===== src/logic/btm_pkg.sv =====
package btm_pkg;

   // Grant low time and request hold time, in clocks
   localparam int unsigned GNT_MIN_LOW_CLKS = 2;
   localparam int unsigned REQ_MIN_HOLD_CLKS = 2;
   localparam int unsigned GNT_CNT_W = 2;
   localparam int unsigned ADDR_W = 32;

   // Reset values
   localparam logic RST_GNT_N = 1'b1;
   localparam logic RST_DRIVE = 1'b1;

   // Transaction attributes kept for reissue
   typedef struct packed {
      logic [31:0] addr;
      logic [3:0]  size;
      logic        write;
      logic [3:0]  byte_en_n;
   } btm_xact_type;

   // Sampled bus responses, active low as on the pins
   typedef struct packed {
      logic ack_n;
      logic redo_n;
      logic fault_n;
   } btm_resp_type;

   // Bus sequencer states, one-hot
   typedef enum logic [4:0] {
      ST_IDLE  = 5'h01,
      ST_FIRST = 5'h02,
      ST_REST  = 5'h04,
      ST_GRANT = 5'h08,
      ST_HAND  = 5'h10
   } btm_state_type;

endpackage


===== src/logic/btm_sync.sv =====
`timescale 1ns/1ns
// Two-stage synchroniser for a group of asynchronous pins
module btm_sync #(
   parameter int unsigned WIDTH = 1,
   parameter logic [WIDTH-1:0] RST_VAL = '1
) (
   input  wire logic             i_core_clk, // Core clock
   input  wire logic             i_reset,    // Async reset, high
   input  wire logic [WIDTH-1:0] i_async,    // Pin levels
   output logic      [WIDTH-1:0] o_sync      // Synchronised levels
);

   typedef struct packed {
      logic [WIDTH-1:0] meta;
      logic [WIDTH-1:0] stable;
   } btm_sync_state_type;

   btm_sync_state_type state;
   btm_sync_state_type next_state;

   // Only the second stage is visible outside
   always_comb begin
      next_state.meta = i_async;
      next_state.stable = state.meta;
   end

   always_ff @(posedge i_core_clk or posedge i_reset) begin
      if (i_reset) begin
         state <= {RST_VAL, RST_VAL};
      end else begin
         state <= next_state;
      end
   end

   assign o_sync = state.stable;

endmodule // btm_sync


===== src/logic/btm_arbiter.sv =====
`timescale 1ns/1ns
module btm_arbiter (
   input  wire logic                 i_core_clk,                     // Core clock
   input  wire logic                 i_reset,                        // Async reset, high
   input  wire logic                 i_xact_req,                     // Internal request
   input  wire btm_pkg::btm_xact_type i_xact,                        // Request attributes
   input  wire logic                 i_last,                         // Last data of transfer
   input  wire logic                 i_ack_n,                        // Transfer acknowledge
   input  wire logic                 i_redo_n,                       // Redo request
   input  wire logic                 i_transfer_fault_n,             // Transfer fault
   input  wire logic                 i_external_mastership_request_n, // Async DMA request
   output logic                      o_xact_taken,                   // Request accepted
   output logic                      o_start,                        // Address phase pulse
   output btm_pkg::btm_xact_type     o_bus_xact,                     // Presented transaction
   output logic                      o_cycle_active,                 // Transfer in progress
   output logic                      o_done,                         // Transfer completed
   output logic                      o_bus_error,                    // Bus error exception
   output logic [31:0]               o_fault_addr,                   // Faulting address
   output logic                      o_mastership_released_n,        // Grant, active low
   output logic                      o_drive_en                      // Bus driver enable
);

   typedef struct packed {
      btm_pkg::btm_state_type       fsm;
      btm_pkg::btm_xact_type        xact;
      logic                         pending;
      logic [btm_pkg::GNT_CNT_W-1:0] gnt_cnt;
      logic                         taken;
      logic                         start;
      logic                         active;
      logic                         done;
      logic                         bus_error;
      logic [31:0]                  fault_addr;
      logic                         gnt_n;
      logic                         drive;
   } btm_arb_state_type;

   btm_arb_state_type state;
   btm_arb_state_type next_state;
   btm_pkg::btm_resp_type resp;
   logic [3:0] synced;
   logic req;

   btm_sync #(
      .WIDTH   (4),
      .RST_VAL (4'hf)
   ) u_sync (
      .i_core_clk (i_core_clk),
      .i_reset    (i_reset),
      .i_async    ({i_external_mastership_request_n, i_ack_n, i_redo_n,
                    i_transfer_fault_n}),
      .o_sync     (synced)
   );

   // Active-high mastership request from the synchronised pin
   assign req = ~synced[3];
   assign resp = '{ack_n: synced[2], redo_n: synced[1], fault_n: synced[0]};

   // Sequencer: one transfer at a time, grant only between transfers or on a redo in the first phase
   always_comb begin
      next_state = state;
      next_state.taken = 1'b0;
      next_state.start = 1'b0;
      next_state.done = 1'b0;
      next_state.bus_error = 1'b0;
      // Remember internal need while the bus is lent out
      if (i_xact_req && !state.pending) begin
         next_state.pending = 1'b1;
         next_state.xact = i_xact;
         next_state.taken = 1'b1;
      end
      case (state.fsm)
         btm_pkg::ST_IDLE: begin
            if (req) begin
               next_state.fsm = btm_pkg::ST_GRANT;
               next_state.gnt_n = 1'b0;
               next_state.drive = 1'b0;
               next_state.gnt_cnt = '0;
            end else if (state.pending) begin
               next_state.fsm = btm_pkg::ST_FIRST;
               next_state.start = 1'b1;
               next_state.active = 1'b1;
            end
         end
         btm_pkg::ST_FIRST: begin
            if (!resp.fault_n) begin
               next_state.bus_error = 1'b1;
               next_state.fault_addr = state.xact.addr;
               next_state.fsm = btm_pkg::ST_IDLE;
               next_state.active = 1'b0;
               next_state.pending = 1'b0;
            end else if (!resp.ack_n) begin
               if (i_last) begin
                  next_state.fsm = btm_pkg::ST_IDLE;
                  next_state.active = 1'b0;
                  next_state.done = 1'b1;
                  next_state.pending = 1'b0;
               end else begin
                  next_state.fsm = btm_pkg::ST_REST;
               end
            end else if (!resp.redo_n) begin
               next_state.active = 1'b0;
               if (req) begin
                  next_state.fsm = btm_pkg::ST_GRANT;
                  next_state.gnt_n = 1'b0;
                  next_state.drive = 1'b0;
                  next_state.gnt_cnt = '0;
               end else begin
                  next_state.fsm = btm_pkg::ST_FIRST;
                  next_state.start = 1'b1;
                  next_state.active = 1'b1;
               end
            end
         end
         btm_pkg::ST_REST: begin
            if (!resp.ack_n && i_last) begin
               next_state.fsm = btm_pkg::ST_IDLE;
               next_state.active = 1'b0;
               next_state.done = 1'b1;
               next_state.pending = 1'b0;
            end
         end
         btm_pkg::ST_GRANT: begin
            if (state.gnt_cnt != btm_pkg::GNT_CNT_W'(btm_pkg::GNT_MIN_LOW_CLKS)) begin
               next_state.gnt_cnt = state.gnt_cnt + 1'b1;
            end
            if (!req) begin
               next_state.gnt_n = 1'b1;
               next_state.drive = 1'b1;
               next_state.fsm = btm_pkg::ST_HAND;
            end else if (state.gnt_cnt >= btm_pkg::GNT_CNT_W'(btm_pkg::GNT_MIN_LOW_CLKS - 1)
                         && state.pending) begin
               next_state.gnt_n = 1'b1;
            end
         end
         btm_pkg::ST_HAND: begin
            if (req) begin
               next_state.fsm = btm_pkg::ST_GRANT;
               next_state.gnt_n = 1'b0;
               next_state.drive = 1'b0;
               next_state.gnt_cnt = '0;
            end else if (state.pending) begin
               next_state.fsm = btm_pkg::ST_FIRST;
               next_state.start = 1'b1;
               next_state.active = 1'b1;
            end else begin
               next_state.fsm = btm_pkg::ST_IDLE;
            end
         end
         default: begin
            next_state.fsm = btm_pkg::ST_IDLE;
         end
      endcase
   end

   // Fault address has no defined reset meaning; cleared for determinism
   always_ff @(posedge i_core_clk or posedge i_reset) begin
      if (i_reset) begin
         state.fsm <= btm_pkg::ST_IDLE;
         state.xact <= '0;
         state.pending <= 1'b0;
         state.gnt_cnt <= '0;
         state.taken <= 1'b0;
         state.start <= 1'b0;
         state.active <= 1'b0;
         state.done <= 1'b0;
         state.bus_error <= 1'b0;
         state.fault_addr <= '0;
         state.gnt_n <= btm_pkg::RST_GNT_N;
         state.drive <= btm_pkg::RST_DRIVE;
      end else begin
         state <= next_state;
      end
   end

   assign o_xact_taken = state.taken;
   assign o_start = state.start;
   assign o_bus_xact = state.xact;
   assign o_cycle_active = state.active;
   assign o_done = state.done;
   assign o_bus_error = state.bus_error;
   assign o_fault_addr = state.fault_addr;
   assign o_mastership_released_n = state.gnt_n;
   assign o_drive_en = state.drive;
endmodule // btm_arbiter


===== config.mk =====
export PLATFORM = sky130hd
export DESIGN_NAME = btm_arbiter
export DESIGN_NICKNAME = d
export VERILOG_FILES = /design/src/logic/btm_pkg.sv /design/src/logic/btm_sync.sv /design/src/logic/btm_arbiter.sv
export SDC_FILE = /design/constraint.sdc
export NUM_CORES = 1
export LEC_CHECK = 0
export BUFFER_PORTS_ARGS = -buffer_cell sky130_fd_sc_hd__buf_2
export CORE_MARGIN = 2
export CORE_UTILIZATION = 56
export DETAILED_ROUTE_END_ITERATION = 8
export PLACE_DENSITY = 0.84
export SYNTH_ARGS = -nofsm -noshare
export SYNTH_HDL_FRONTEND = slang
export SYNTH_SLANG_ARGS = --single-unit

===== constraint.sdc =====
create_clock -name i_core_clk -period 6.3 [get_ports i_core_clk]
set_input_delay 1.26 -clock i_core_clk [delete_from_list [all_inputs] [get_ports i_core_clk]]
set_output_delay 1.26 -clock i_core_clk [all_outputs]
set_load 0.005 [all_outputs]

==> results of run 1 <==
==> synthesized netlist by cell type <==
master    instances  area (µm²)
buf_6             1        11.3
inv_1             5        18.8
mux2_4           29         435
mux2_2           44         495
nor2_1            8        30.0
nor2_2            1        6.26
buf_2             5        25.0
nor2b_4           1        13.8
and2_1            2        12.5
o22ai_1           2        12.5
o41ai_1           1        8.76
clkbuf_2          1        5.00
o21a_1            1        7.51
and3_4            1        11.3
nor3_2            1        10.0
dfstp_2          11         289
o21bai_1          1        7.51
or2_2             1        6.26
or3_1             1        6.26
clkbuf_1          1        3.75
xor2_1            2        17.5
o211ai_1          1        7.51
a211oi_1          1        7.51
o31ai_1           1        7.51
dfrtp_1          85        2130
nand2_1           5        18.8
a41oi_1           1        8.76
nand3b_1          2        15.0
nor2b_1           3        18.8
ha_1              2        25.0
and4_1            1        8.76
nor3_1            5        25.0
a21oi_1           8        40.0
a31oi_1           1        6.26
o21ai_0           2        10.0
or2b_1            1        7.51
nand4_1           1        6.26
mux2i_1           1        10.0
nand3_1           2        10.0
nand2b_1          2        12.5
buf_4            73         548
a22oi_1           1        7.51
buf_12            3        60.1
or4b_4            1        13.8
==> state kept, by name, summed over array words and instances, names as in the netlist <==
name and flops:
o_bus_xact 41, o_drive_en 1, u_sync.next_state 4, o_cycle_active 1, o_fault_addr 32, o_xact_taken 1
state 8, o_bus_error 1, o_start 1, o_mastership_released_n 1, u_sync.o_sync 4, o_done 1
==> kinds of logic after synthesis <==
kind of cell,Yosys count,share of synthesized area (%)
flops,96,54.5
buf+inv,89,15.1
mux,74,21.2
simple gates,39,5.25
compound gates,21,2.96
xor+xnor,2,0.395
fa+ha+maj,2,0.564
==> final cells by class <==
| cell class | instances | area (µm²) |
|---|---|---|
| Inverter | 5 | 21.3 |
| Tap cell | 102 | 128 |
| Sequential cell | 96 | 2420 |
| Timing Repair Buffer | 130 | 656 |
| Multi-Input combinational cell | 138 | 1360 |
| Fill cell | 646 | 2880 |
| Clock buffer | 10 | 138 |
| Clock inverter | 6 | 90.1 |
==> power by group through the flow <==
stage	clock [W]	combinational (W)	sequential (W)
final	0.000447	0.000729	0.00106
after global routing	0.000483	0.000798	0.00110
after CTS	0.000462	0.000743	0.00106
after detailed placement	0	0.000739	0.00107
after global placement	0	0.000711	0.00105
after floorplan	0	0.000762	0.00102
==> per-layer routing <==
metal	GRT usage, %	share of wire [%]	vias to the layer above
met4	5.88	1.4	0
met3	4.03	5.2	9
met2	30.5	52	81
li1	-	-	1142
met5	0	0	-
met1	23.0	41	1214
==> worst min path at each step <==
stage                                    start                to  slack (ns)
after detailed placement  u_sync.next_state[3]  u_sync.o_sync[3]        0.35
after global placement    u_sync.next_state[3]  u_sync.o_sync[3]        0.35
after CTS                 u_sync.next_state[3]  u_sync.o_sync[3]        0.36
after global routing      u_sync.next_state[3]  u_sync.o_sync[3]        0.37
after floorplan           u_sync.next_state[0]  u_sync.o_sync[0]        0.35
final                     u_sync.next_state[3]  u_sync.o_sync[3]        0.36
==> per-stage QoR <==
step | setup slack, ns | instances | hold slack (ns) | total power (W) | utilization (%)
floorplan | 2.55 | 323 | 0.345 | 0.00178 | -
global placement | 3.44 | 471 | 0.347 | 0.00176 | 59.5
detailed placement | 3.39 | 471 | 0.350 | 0.00181 | 59.5
CTS | 3.77 | 487 | 0.363 | 0.00227 | 62.5
global route | 3.67 | 487 | 0.368 | 0.00238 | 62.5
finish | 3.79 | 487 | 0.362 | 0.00223 | 62.5
==> results.json, run 1 <==
{
  "crit_start": "i_xact_req",
  "crit_path_max_fanout": 42,
  "drt-total-wl_um": 7460,
  "yosys_register_bits": 96,
  "vias_per_cell": 5.02,
  "synth_nets": 374,
  "wl_per_cell_um": 15.3,
  "crit_chain": "buf_2 > nor2b_4 > mux2_2",
  "period_needed_ns": 2.51,
  "seqPwrFrac_pct": 47.4,
  "die-area_mm2": 0.00865,
  "reg2reg_depth": 4,
  "stdcell_area_mm2": 0.00480,
  "globalRoute.totalOverflow": 0,
  "max_freq_mhz": 398,
  "postCtsHoldBufs": 0,
  "cp.depth": 3,
  "r2r_start": "state[84]",
  "first_pass_iters": 4,
  "setup_violations": 0,
  "power.clock.fraction_pct": 20.0,
  "core_area_mm2": 0.00769,
  "min_path_type": "reg -> reg",
  "vias": 2446,
  "synth_cell_type_count": 44,
  "ys_seq_area_share_pct": 54.5,
  "insertion_delay_ns": 0.35,
  "ant_nets": 0,
  "grt_usage_pct": 18.0,
  "grt_pass1_vias": 2465,
  "post_cts_resize_count": 0,
  "slew_viol_final": 0,
  "gp_congestion": 0.890,
  "worst_slew_pin_slew_ns": 1.20,
  "fin_nets": 431,
  "cp_slowest_cell": "nor2b_4",
  "cts_root_buf": "clkbuf_8",
  "p_int_w": 0.00157,
  "post_cts_buffers": 0,
  "outcome": "completed",
  "hold_depth": 0,
  "slowest_delay_ns": 0.93,
  "relSlewSlack_pct": 20.0,
  "cts_tree": "built",
  "reg2reg_to": "o_fault_addr[11]",
  "avgSynthCellArea_um2": 13.7,
  "critPathBufInv": 1,
  "switching_share_pct": 29.6,
  "cts.sinks": 96,
  "r2r_setup_slack_ns": 3.85,
  "fin_crit_sh_pct": 39.9,
  "dpl-instance-area_mm2": 0.00458,
  "final_common_cell": "buf_2",
  "combinationalPowerShare_pct": 32.6,
  "area_delta_synth_final_pct": 8.29,
  "cts_buffer_depth": 2,
  "yosys_warnings": 0,
  "numCtsBuffers": 9,
  "crit_family": "simple AND/OR/NAND/NOR gates",
  "hold_viol": 0,
  "crit_end": "o_bus_xact[37]",
  "netlist_instances": 323,
  "clk_pin_slew_worst_paths_ns": 0.09,
  "dieWidth_um": 93.0,
  "hpwl_um": 5260,
  "row_count": 32,
  "p_sw_w": 0.000661,
  "maxCapViolCount": 0,
  "critPathKind": "in -> reg",
  "grt_start_max_net_pins": 50,
  "rsz0062_at_grt": "false",
  "htree_levels": 3,
  "finClkSkew_ns": 0.0105,
  "layout_common_cells": "buf_2, dfrtp_1, mux2_2",
  "critical_path_arrival_ns": 2.74,
  "worst_setup_path_start_kind": "primary input",
  "netlist_area_mm2": 0.00444,
  "end_kind": "flop",
  "drc_errors": 0,
  "antenna_found_initial": 0,
  "drive_above_1_share_pct": 61.8,
  "place.port_buffers": 128,
  "ios": 129,
  "leakagePower_nw": 2.44,
  "fin_setup_tns_ns": 0,
  "diodes": 0,
  "powerDensity_mw_per_mm2": 465,
  "start_util_pct": 57.7,
  "grt_pass1_wl_um": 12200,
  "first_iter_violations": 63,
  "die_y_um": 93.0,
  "required_ns": 6.53,
  "ir_worst_vdd_uv": 230
}
Power figures use the tool's default switching activity.
==> run 2, diff against run 1 <==
--- a/config.mk
+++ b/config.mk
@@ -7,9 +7,9 @@
 export LEC_CHECK = 0
 export BUFFER_PORTS_ARGS = -buffer_cell sky130_fd_sc_hd__buf_2
 export CORE_MARGIN = 2
-export CORE_UTILIZATION = 56
+export CORE_UTILIZATION = 52
 export DETAILED_ROUTE_END_ITERATION = 8
-export PLACE_DENSITY = 0.84
+export PLACE_DENSITY = 0.79
 export SYNTH_ARGS = -nofsm -noshare
 export SYNTH_HDL_FRONTEND = slang
 export SYNTH_SLANG_ARGS = --single-unit
==> constraint.sdc (replaced) <==
create_clock -name i_core_clk -period 2.5 [get_ports i_core_clk]
set_input_delay 0.5 -clock i_core_clk [delete_from_list [all_inputs] [get_ports i_core_clk]]
set_output_delay 0.5 -clock i_core_clk [all_outputs]
set_load 0.005 [all_outputs]
==> results.json, run 2 (synthesis results as in run 1) <==
{
  "core_area_mm2": 0.00826,
  "dp_worst_setup_slack_ns": 0.662,
  "period_needed_ns": 1.85,
  "crit_chain": "and3_4 > nor2b_4 > buf_4 > mux2_2",
  "max_freq_mhz": 541,
  "maxCapViolCount": 0,
  "antenna_found_initial": 0,
  "top_layer_used": "met4",
  "globalRoute.totalOverflow": 0,
  "first_pass_iters": 4,
  "total_power_w": 0.00557,
  "diodes": 0,
  "hpwl_um": 5200,
  "cp.depth": 4,
  "cts_root_buf": "clkbuf_8",
  "htree_levels": 3,
  "cts.sinks": 96,
  "postCtsHoldBufs": 0,
  "r2r_start": "state[84]",
  "first_iter_violations": 74,
  "post_cts_resize_count": 0,
  "fin_crit_sh_pct": 74.0,
  "worst_slew_pin_slew_ns": 0.508,
  "die_y_um": 96.4,
  "cts_buffer_depth": 2,
  "wl_per_cell_um": 15.1,
  "drc_errors": 0,
  "crit_start": "state[84]",
  "reg2reg_to": "o_fault_addr[11]",
  "rsz0062_at_grt": "false",
  "ir_worst_vdd_uv": 573,
  "grt_start_max_net_pins": 97,
  "slew_viol_final": 0,
  "post_cts_buffers": 0,
  "place.port_buffers": 128,
  "finalWorstSetupSlack_ns": 0.651,
  "finClkSkew_ns": 0.0119,
  "start_util_pct": 53.7,
  "gp_congestion": 0.841,
  "ios": 129,
  "numCtsBuffers": 9,
  "die-area_mm2": 0.00928,
  "crit_end": "o_fault_addr[11]",
  "final_common_cell": "buf_2",
  "ant_nets": 0,
  "hold_viol": 0,
  "powerDensity_mw_per_mm2": 1160,
  "drt-total-wl_um": 7420,
  "dpl-instance-area_mm2": 0.00462,
  "slowest_delay_ns": 0.59,
  "stdcell_area_mm2": 0.00482,
  "fin_nets": 434,
  "clk_pin_slew_worst_paths_ns": 0.09,
  "min_path_type": "in -> reg",
  "grt_pass1_wl_um": 11700,
  "r2r_setup_slack_ns": 0.65,
  "grt_usage_pct": 16.7,
  "critical_path_arrival_ns": 2.09,
  "drive_above_1_share_pct": 61.5,
  "layout_common_cells": "buf_2, dfrtp_1, mux2_2",
  "row_count": 33,
  "cp_slowest_cell": "dfrtp_1",
  "end_kind": "flop",
  "dieWidth_um": 96.4,
  "required_ns": 2.74,
  "wl_met1_um": 3160,
  "area_delta_synth_final_pct": 8.60,
  "insertion_delay_ns": 0.35,
  "worst_setup_path_start_kind": "flop",
  "setup_violations": 0,
  "dr_wl_met2_um": 3570,
  "reg2reg_depth": 4,
  "fin_setup_tns_ns": 0,
  "grt_pass1_vias": 2377,
  "cts_tree": "built",
  "leakagePower_nw": 2.45,
  "critPathBufInv": 1,
  "crit_family": "flip-flops",
  "critPathKind": "reg -> reg",
  "outcome": "completed",
  "relSlewSlack_pct": 66.2,
  "largest_reg_flops": 41,
  "whs_ns": 0.248,
  "crit_path_max_fanout": 19,
  "dr_wl_met3_um": 590,
  "vias": 2454,
  "vias_per_cell": 4.99
}
## run 2: per-layer routing
metal | track usage (%) | vias to the layer above
met5 | 0 | -
met4 | 6.34 | 0
met3 | 5.72 | 9
met2 | 26.3 | 94
met1 | 21.4 | 1204
li1 | - | 1147
## run 2: power breakdown
| part | switching [W] | internal, W |
|---|---|---|
| logic | 0.000689 | 0.00114 |
| clock network | 0.000498 | 0.000556 |
| registers | 0.000446 | 0.00223 |
| total | 0.00163 | 0.00393 |
## run 2: stage by stage
step,util (%),std cells
floorplan,-,323
global placement,55.9,477
detailed placement,55.9,477
CTS,58.3,492
global route,58.3,492
finish,58.3,492
## run 2: area by class of cell
type / instances / area [µm²]
clock buffers: 11 / 131
clock inverters: 4 / 70.1
fillers: 696 / 3440
inverters: 5 / 22.5
multi-input cells: 138 / 1360
flip-flops and latches: 96 / 2420
well taps: 105 / 131
repair buffers: 133 / 691
## run 2: worst min-delay path by stage
stage                                                from              endpoint  slack, ns  cells past startpoint
after global placement               u_sync.next_state[0]      u_sync.o_sync[0]       0.35                      0
after detailed placement             u_sync.next_state[3]      u_sync.o_sync[3]       0.35                      0
final                                  i_transfer_fault_n  u_sync.next_state[0]       0.25                      1
after global routing      i_external_mastership_request_n  u_sync.next_state[3]       0.22                      1
after CTS                              i_transfer_fault_n  u_sync.next_state[0]       0.23                      1
after floorplan                      u_sync.next_state[0]      u_sync.o_sync[0]       0.35                      0
